$ cat src/sac_pkg.sv
// Purpose: shared constants for the sar converter control block
// Assumes: 8-bit cpu data, 16-bit cpu addresses
// Notes:   cycle counts are main clock periods
`default_nettype none

package sac_pkg;

    // register addresses
    localparam logic [15:0] MODE_ADDR   = 16'hff80;
    localparam logic [15:0] CHAN_ADDR   = 16'hff84;
    localparam logic [15:0] RESULT_ADDR = 16'hff88;

    // reset values
    localparam logic [7:0] MODE_RESET = 8'h00;
    localparam logic [7:0] CHAN_RESET = 8'h00;

    // mode register fields
    localparam int ENABLE_BIT = 7;
    localparam int TIME_MSB   = 5;
    localparam int TIME_LSB   = 3;
    localparam logic [7:0] MODE_MASK = 8'hb8;

    // channel register fields
    localparam int CHAN_MSB = 2;
    localparam logic [7:0] CHAN_MASK = 8'h07;
    localparam logic [2:0] CHAN_LAST = 3'h5;

    // conversion time codes
    localparam logic [2:0] TIME_144 = 3'h0;
    localparam logic [2:0] TIME_120 = 3'h1;
    localparam logic [2:0] TIME_96  = 3'h2;
    localparam logic [2:0] TIME_72  = 3'h4;
    localparam logic [2:0] TIME_60  = 3'h5;
    localparam logic [2:0] TIME_48  = 3'h6;

    // conversion time in clock periods per code
    localparam int CONV_144 = 144;
    localparam int CONV_120 = 120;
    localparam int CONV_96  = 96;
    localparam int CONV_72  = 72;
    localparam int CONV_60  = 60;
    localparam int CONV_48  = 48;

    // slot layout: sample slots then one slot per bit
    localparam int RES_BITS       = 8;
    localparam int SAMPLE_SLOTS   = 4;
    localparam int SLOTS_PER_CONV = SAMPLE_SLOTS + RES_BITS;

    // slot lengths derived from conversion times
    localparam logic [7:0] SLOT_144 = 8'(CONV_144 / SLOTS_PER_CONV);
    localparam logic [7:0] SLOT_120 = 8'(CONV_120 / SLOTS_PER_CONV);
    localparam logic [7:0] SLOT_96  = 8'(CONV_96 / SLOTS_PER_CONV);
    localparam logic [7:0] SLOT_72  = 8'(CONV_72 / SLOTS_PER_CONV);
    localparam logic [7:0] SLOT_60  = 8'(CONV_60 / SLOTS_PER_CONV);
    localparam logic [7:0] SLOT_48  = 8'(CONV_48 / SLOTS_PER_CONV);

    // approximation start value, half scale
    localparam logic [7:0] HALF_SCALE = 8'h80;

    // sequencer states
    typedef enum logic [1:0] {
        SAC_IDLE    = 2'b00,
        SAC_SAMPLE  = 2'b01,
        SAC_CONVERT = 2'b10
    } sac_state_e;

endpackage : sac_pkg

`default_nettype wire

$ cat src/sac_control.sv
// Purpose: control and sequencing of an 8-bit sar converter
// Assumes: analog sample-hold, comparator and tap string outside
// Notes:   cpu port writes bytes or single bits
`timescale 1ns/1ps
`default_nettype none

module sac_control #(
    parameter int SYNC_STAGES = 3
) (
    // clock and reset
    input  wire logic        sys_clk,
    input  wire logic        reset,
    // cpu access
    input  wire logic [15:0] cpu_addr,
    input  wire logic        cpu_wr,
    input  wire logic        cpu_bit_wr,
    input  wire logic [2:0]  cpu_bit_sel,
    input  wire logic [7:0]  cpu_wdata,
    input  wire logic        cpu_rd,
    output logic [7:0]       cpu_rdata,
    // power state
    input  wire logic        standby,
    // analog front end
    input  wire logic        comp_above,
    output logic [2:0]       channel_sel,
    output logic             sample_on,
    output logic             hold_on,
    output logic [7:0]       tap_code,
    // results
    output logic [7:0]       conversion_result,
    output logic             conversion_done_irq,
    output logic             conversion_active
);

    typedef struct packed {
        sac_pkg::sac_state_e state;
        logic [7:0]          mode;
        logic [7:0]          chan;
        logic [7:0]          result;
        logic [7:0]          rdata;
        logic [7:0]          cnt;
        logic [1:0]          slot;
        logic                irq;
        logic                sync_1;
        logic                sync_2;
        logic                sync_3;
        logic                comp;
    } sac_ctl_s;

    sac_ctl_s st_reg;
    sac_ctl_s st_next;

    logic       mode_hit;
    logic       chan_hit;
    logic       wr_any;
    logic [7:0] mode_wr_val;
    logic [7:0] chan_wr_val;
    logic [7:0] bit_mask;
    logic [7:0] slot_len;
    logic       slot_end;
    logic       sar_load;
    logic       sar_decide;
    logic [7:0] sar_trial;
    logic [7:0] sar_decided;
    logic       sar_last;

    // address decode
    assign mode_hit = (cpu_addr == sac_pkg::MODE_ADDR);
    assign chan_hit = (cpu_addr == sac_pkg::CHAN_ADDR);
    assign wr_any   = (cpu_wr | cpu_bit_wr) & (mode_hit | chan_hit);

    // byte or single bit merge
    always_comb begin
        bit_mask    = 8'h01 << cpu_bit_sel;
        mode_wr_val = st_reg.mode;
        chan_wr_val = st_reg.chan;
        if (cpu_wr) begin
            mode_wr_val = cpu_wdata;
            chan_wr_val = cpu_wdata;
        end else if (cpu_bit_wr) begin
            mode_wr_val = cpu_wdata[0] ? (st_reg.mode | bit_mask) : (st_reg.mode & ~bit_mask);
            chan_wr_val = cpu_wdata[0] ? (st_reg.chan | bit_mask) : (st_reg.chan & ~bit_mask);
        end
        mode_wr_val = mode_wr_val & sac_pkg::MODE_MASK;
        chan_wr_val = chan_wr_val & sac_pkg::CHAN_MASK;
    end

    // slot length from conversion time field
    always_comb begin
        unique case (st_reg.mode[sac_pkg::TIME_MSB:sac_pkg::TIME_LSB])
            sac_pkg::TIME_144: slot_len = sac_pkg::SLOT_144;
            sac_pkg::TIME_120: slot_len = sac_pkg::SLOT_120;
            sac_pkg::TIME_96:  slot_len = sac_pkg::SLOT_96;
            sac_pkg::TIME_72:  slot_len = sac_pkg::SLOT_72;
            sac_pkg::TIME_60:  slot_len = sac_pkg::SLOT_60;
            sac_pkg::TIME_48:  slot_len = sac_pkg::SLOT_48;
            default:           slot_len = sac_pkg::SLOT_144;
        endcase
    end

    assign slot_end = (st_reg.cnt == slot_len - 8'h01);

    // sar search engine
    sac_sar_step u_sar (
        .sys_clk   (sys_clk),
        .reset     (reset),
        .load      (sar_load),
        .decide    (sar_decide),
        .comp_keep (st_reg.comp),
        .trial     (sar_trial),
        .decided   (sar_decided),
        .last_bit  (sar_last)
    );

    always_comb begin
        st_next  = st_reg;
        sar_load   = 1'b0;
        sar_decide = 1'b0;
        st_next.irq = 1'b0;

        // comparator synchroniser and agreement filter
        st_next.sync_1 = comp_above;
        st_next.sync_2 = st_reg.sync_1;
        st_next.sync_3 = st_reg.sync_2;
        if (st_reg.sync_2 == st_reg.sync_3) begin
            st_next.comp = st_reg.sync_3;
        end

        // read returns value held before this edge
        if (cpu_rd) begin
            if (mode_hit) begin
                st_next.rdata = st_reg.mode;
            end else if (chan_hit) begin
                st_next.rdata = st_reg.chan;
            end else if (cpu_addr == sac_pkg::RESULT_ADDR) begin
                st_next.rdata = st_reg.result;
            end else begin
                st_next.rdata = 8'h00;
            end
        end

        // control writes
        if (cpu_wr | cpu_bit_wr) begin
            if (mode_hit) begin
                st_next.mode = mode_wr_val;
            end
            if (chan_hit) begin
                st_next.chan = chan_wr_val;
            end
        end

        if (standby) begin
            st_next.state = sac_pkg::SAC_IDLE;
            st_next.cnt   = 8'h00;
            st_next.slot  = 2'h0;
        end else if (wr_any) begin
            // write wins over a coinciding conversion end
            st_next.cnt  = 8'h00;
            st_next.slot = 2'h0;
            if (st_next.mode[sac_pkg::ENABLE_BIT]) begin
                st_next.state = sac_pkg::SAC_SAMPLE;
            end else begin
                st_next.state = sac_pkg::SAC_IDLE;
            end
        end else begin
            unique case (st_reg.state)
                sac_pkg::SAC_IDLE: begin
                    // only resumes after standby with enable left set
                    if (st_reg.mode[sac_pkg::ENABLE_BIT]) begin
                        st_next.state = sac_pkg::SAC_SAMPLE;
                        st_next.cnt   = 8'h00;
                        st_next.slot  = 2'h0;
                    end
                end
                sac_pkg::SAC_SAMPLE: begin
                    if (slot_end) begin
                        st_next.cnt = 8'h00;
                        if (st_reg.slot == 2'(sac_pkg::SAMPLE_SLOTS - 1)) begin
                            st_next.state = sac_pkg::SAC_CONVERT;
                            st_next.slot  = 2'h0;
                            sar_load      = 1'b1;
                        end else begin
                            st_next.slot = st_reg.slot + 2'h1;
                        end
                    end else begin
                        st_next.cnt = st_reg.cnt + 8'h01;
                    end
                end
                sac_pkg::SAC_CONVERT: begin
                    if (slot_end) begin
                        st_next.cnt = 8'h00;
                        sar_decide  = 1'b1;
                        if (sar_last) begin
                            st_next.result = sar_decided;
                            st_next.irq    = 1'b1;
                            st_next.state  = sac_pkg::SAC_SAMPLE;
                        end
                    end else begin
                        st_next.cnt = st_reg.cnt + 8'h01;
                    end
                end
                default: begin
                    st_next.state = sac_pkg::SAC_IDLE;
                end
            endcase
        end
    end

    // result cleared for determinism only
    always_ff @(posedge sys_clk or posedge reset) begin
        if (reset) begin
            st_reg       <= '0;
            st_reg.mode  <= sac_pkg::MODE_RESET;
            st_reg.chan  <= sac_pkg::CHAN_RESET;
            st_reg.state <= sac_pkg::SAC_IDLE;
        end else begin
            st_reg <= st_next;
        end
    end

    // outputs
    assign cpu_rdata           = st_reg.rdata;
    assign channel_sel         = st_reg.chan[sac_pkg::CHAN_MSB:0];
    assign sample_on           = (st_reg.state == sac_pkg::SAC_SAMPLE);
    assign hold_on             = (st_reg.state == sac_pkg::SAC_CONVERT);
    assign tap_code            = sar_trial;
    assign conversion_result   = st_reg.result;
    assign conversion_done_irq = st_reg.irq;
    assign conversion_active   = (st_reg.state != sac_pkg::SAC_IDLE);

endmodule : sac_control

`default_nettype wire

$ cat src/sac_sar_step.sv
// Purpose: successive approximation bit search
// Assumes: decide strobes arrive one per bit after load
// Notes:   trial value doubles as the tap code
`timescale 1ns/1ps
`default_nettype none

module sac_sar_step (
    // clock and reset
    input  wire logic       sys_clk,
    input  wire logic       reset,
    // control
    input  wire logic       load,
    input  wire logic       decide,
    input  wire logic       comp_keep,
    // results
    output logic [7:0]      trial,
    output logic [7:0]      decided,
    output logic            last_bit
);

    typedef struct packed {
        logic [7:0] approx;
        logic [7:0] probe;
    } sac_sar_s;

    sac_sar_s st_reg;
    sac_sar_s st_next;

    // current bit kept on comparator high, else cleared
    always_comb begin
        decided = comp_keep ? st_reg.approx : (st_reg.approx & ~st_reg.probe);
    end

    always_comb begin
        st_next = st_reg;
        if (load) begin
            st_next.approx = sac_pkg::HALF_SCALE;
            st_next.probe  = sac_pkg::HALF_SCALE;
        end else if (decide) begin
            st_next.probe  = {1'b0, st_reg.probe[7:1]};
            st_next.approx = decided | {1'b0, st_reg.probe[7:1]};
        end
    end

    always_ff @(posedge sys_clk or posedge reset) begin
        if (reset) begin
            st_reg <= '0;
        end else begin
            st_reg <= st_next;
        end
    end

    assign trial    = st_reg.approx;
    assign last_bit = st_reg.probe[0];

endmodule : sac_sar_step

`default_nettype wire

$ cat config.mk
export PLATFORM = sky130hd
export DESIGN_NAME = sac_control
export DESIGN_NICKNAME = d
export VERILOG_FILES = /design/src/sac_pkg.sv /design/src/sac_control.sv /design/src/sac_sar_step.sv
export SDC_FILE = /design/constraint.sdc
export NUM_CORES = 1
export LEC_CHECK = 0
export BUFFER_PORTS_ARGS = -buffer_cell sky130_fd_sc_hd__buf_2
export CORE_UTILIZATION = 55
export DETAILED_ROUTE_END_ITERATION = 10
export PLACE_DENSITY = 0.8
export SETUP_SLACK_MARGIN = 0.3
export SYNTH_ARGS = -nofsm -noshare
export SYNTH_HDL_FRONTEND = slang
export SYNTH_SLANG_ARGS = --single-unit
$ cat constraint.sdc
create_clock -name sys_clk -period 3.5 [get_ports sys_clk]
set_input_delay 0.7 -clock sys_clk [delete_from_list [all_inputs] [get_ports sys_clk]]
set_output_delay 0.7 -clock sys_clk [all_outputs]
set_load 0.01 [all_outputs]
==> flow_metrics.env <==
export IMPL_crit_path_end_kind="flop"
export IMPL_synth_commonest_cells="dfrtp_1 (56), nand2_1 (46), buf_4 (27)"
export IMPL_vias=2520
export IMPL_io_pin_count=65
export IMPL_hold_depth=0
export IMPL_cts_buffers=5
export IMPL_synth_seq_cells=56
export IMPL_cts_max_level=2
export IMPL_r2r_start="st_reg[42]$_DFFE_PP0P_"
export IMPL_clock_sinks=56
export IMPL_synth_area_leaders="dfrtp_1 (44%), buf_4 (6.4%), nand2_1 (5.5%)"
export IMPL_place_hpwl_um=4920
export IMPL_pwr_share_comb_pct=20.3
export IMPL_cts_buffer_depth=2
export IMPL_stdcell_count=449
export IMPL_hold_viol=0
export IMPL_r2r_cells=9
export IMPL_placeableCoreArea_sq_um=5540
export IMPL_clock_latency_ns=0.31
export IMPL_synth_most_common_cell="dfrtp_1"
export IMPL_tns_ns=0
export IMPL_fp_dieW_um=77.8
export IMPL_synth_edf_count=0
export IMPL_yosysSeqAreaShare_pct=44.3
export IMPL_cp_max_fo=10
export IMPL_maxSlewHeadroom_pct=58.6
export IMPL_vdd_drop_max_mv=0.259
export IMPL_initialDrtViolationCount=115
export IMPL_hp_start="st_next[2]$_DFF_PP0_"
export IMPL_switchingPower_w=0.000391
export IMPL_place_worst_setup_slack_ns=0.338
export IMPL_pwr_density_cell_nw_per_um2=377
export IMPL_vias_per_cell=5.61
export IMPL_syn_inst=340
export IMPL_r2r_slack_ns=0.46
export IMPL_drtPass1Iterations=4
export IMPL_gp_congestion=0.766
export IMPL_r2r_end="u_sar.trial[7]$_DFFE_PP0P_"
export IMPL_syn_cell_area_sq_um=3160
export IMPL_p_leak_nw=1.66
export IMPL_syn2layout_area_growth_pct=8.98
export IMPL_hold_end="st_next[1]$_DFF_PP0_"
export IMPL_die_h_um=77.8
export IMPL_grt_pass1_vias=2406
export IMPL_path_class="flop to flop"
export IMPL_cts_setup_buffers=0
export IMPL_period_needed_ns=3.04
export IMPL_holdCritPathClass="flop to flop"
export IMPL_io_buffers=63
export IMPL_finalSetupViolCount=0
export IMPL_critPathLaunchType="flop"
export IMPL_multi_input_area_sq_um=1480
export IMPL_drc=0
export IMPL_placed_cells=441
export IMPL_die_area_sq_um=6060
export IMPL_critPathArrivalTime_ns=3.25
export IMPL_start_util_pct=57.1
export IMPL_rsz0062_at_grt="no"
export IMPL_ys_warn_count=0
export IMPL_final_max_slew_viol_count=0
export IMPL_layout_nets=417
export IMPL_yosysTopAreaCell="dfrtp_1"
export IMPL_wl_per_cell_um=14.9
export IMPL_required_ns=3.71
export IMPL_drive_gt1_share_pct=22.3
export IMPL_ff_latch_area_sq_um=1400
export IMPL_ys_types=47
export IMPL_grt_ovfl_total=0
export IMPL_num_rows=27
export IMPL_track_usage_pct=23.6
export IMPL_synth_flop_cell="dfrtp_1"
export IMPL_swShare_pct=30.1
export IMPL_tightest_slew_ns=0.619
export IMPL_antenna_left=0
export IMPL_largest_register_ffs=18
export IMPL_antenna_cells=0
export IMPL_syn_avg_cell_area_sq_um=9.30
export IMPL_cts_tree="done"
export IMPL_cts_root_buf="clkbuf_8"
export IMPL_fin_crit_sh_pct=86.8
export IMPL_skew_ns=0.0110
export IMPL_cts_clk_slew_worst_paths_ns=0.10
export IMPL_grt_pass1_wl_um=11200
export IMPL_antenna_found_initial=0
export IMPL_finalPower_w=0.00130
export IMPL_grt_start_max_net_pins=30
export IMPL_fin_ws_ns=0.464
export IMPL_maxCapViolCount=0
export IMPL_ctsHoldBuffers=0
export IMPL_async_flop_share_pct=100
export IMPL_wirelength_um=6680
export IMPL_pwr_share_clk_pct=27.4
export IMPL_syn_nets=381
export IMPL_cts_resized=0
export IMPL_status="complete, no violations"
export IMPL_p_seq_share_pct=52.3
export IMPL_yosysTopAreaCellShare_pct=44.3
export IMPL_fillers=474
export IMPL_internal_power_w=0.000910
export IMPL_max_freq_mhz=329
-- critical path, cell delays in order (launching register included) --
cell,delay (ns)
dfrtp_1,0.57
xor2_1,0.19
nand2b_1,0.08
ha_1,0.29
xnor2_1,0.13
a311o_1,0.29
a2111o_1,0.49
or3_1,0.40
or3_1,0.31
a21o_1,0.18
-- layer usage --
layer / vias to the layer above / GRT usage [%] / part of all wire (%)
li1: 1247 / - / -
met1: 1202 / 30.3 / 46
met2: 60 / 38.8 / 48
met3: 11 / 4.82 / 4.2
met5: - / 0 / 0
met4: 0 / 10.0 / 1.7
-- layout make-up --
class / instances / area share (%)
Tap cell: 72 / 2.61
Timing Repair Buffer: 68 / 10.2
Clock buffer: 6 / 2.11
Inverter: 10 / 1.09
Multi-Input combinational cell: 235 / 42.9
Clock inverter: 2 / 0.399
Sequential cell: 56 / 40.7
-- power by group through the flow --
stage	logic, W	registers, W	clock network, W
after floorplan	0.000188	0.000686	0
after global routing	0.000296	0.000682	0.000390
after detailed placement	0.000263	0.000693	0
final	0.000264	0.000681	0.000356
after CTS	0.000264	0.000680	0.000366
after global placement	0.000255	0.000691	0
-- cell usage in the layout, fill, tap and decap left out, types with 5 or more instances in the layout --
cell	instances
buf_2	63
dfrtp_1	56
nand2_1	46
a21oi_1	24
o21ai_0	19
nand2b_1	16
nor2_1	12
o2bb2ai_1	11
nor2b_1	10
mux2i_1	10
inv_1	8
o21ai_1	8
ha_1	7
a22oi_1	5
nor3_1	5
clkbuf_8	5
buf_4	5
-- cells by family (layout without fill, tap and decap cells) --
| logic type | after synthesis | count (layout) | share of synthesized area (%) |
|---|---|---|---|
| simple gates | 126 | 126 | 21.2 |
| compound gates | 83 | 83 | 16.6 |
| flops | 56 | 56 | 44.3 |
| buf+inv | 49 | 86 | 9.06 |
| mux | 14 | 14 | 4.59 |
| fa+ha+maj | 8 | 8 | 3.09 |
| xor+xnor | 4 | 4 | 1.11 |
-- worst max path at each step --
stage,from,end,slack [ns],cells past startpoint
detailed placement,st_reg[42]$_DFFE_PP0P_,conversion_result[0]$_DFFE_PP0P_,0.34,9
CTS,st_reg[42]$_DFFE_PP0P_,conversion_result[0]$_DFFE_PP0P_,0.31,9
finish,st_reg[42]$_DFFE_PP0P_,u_sar.trial[7]$_DFFE_PP0P_,0.46,9
floorplan,st_reg[42]$_DFFE_PP0P_,u_sar.trial[7]$_DFFE_PP0P_,0.50,11
global route,st_reg[42]$_DFFE_PP0P_,u_sar.trial[0]$_DFFE_PP0P_,0.31,10
global placement,st_reg[42]$_DFFE_PP0P_,conversion_result[6]$_DFFE_PP0P_,0.46,9
-- stage by stage --
stage,utilization (%),instance area (sq um),hold WS [ns]
floorplan,-,3160,0.331
global placement,60.6,3360,0.334
detailed placement,60.6,3360,0.351
CTS,62.2,3440,0.375
global route,62.2,3450,0.382
finish,62.2,3450,0.369
Note: power is estimated with default switching activity, not from simulation.
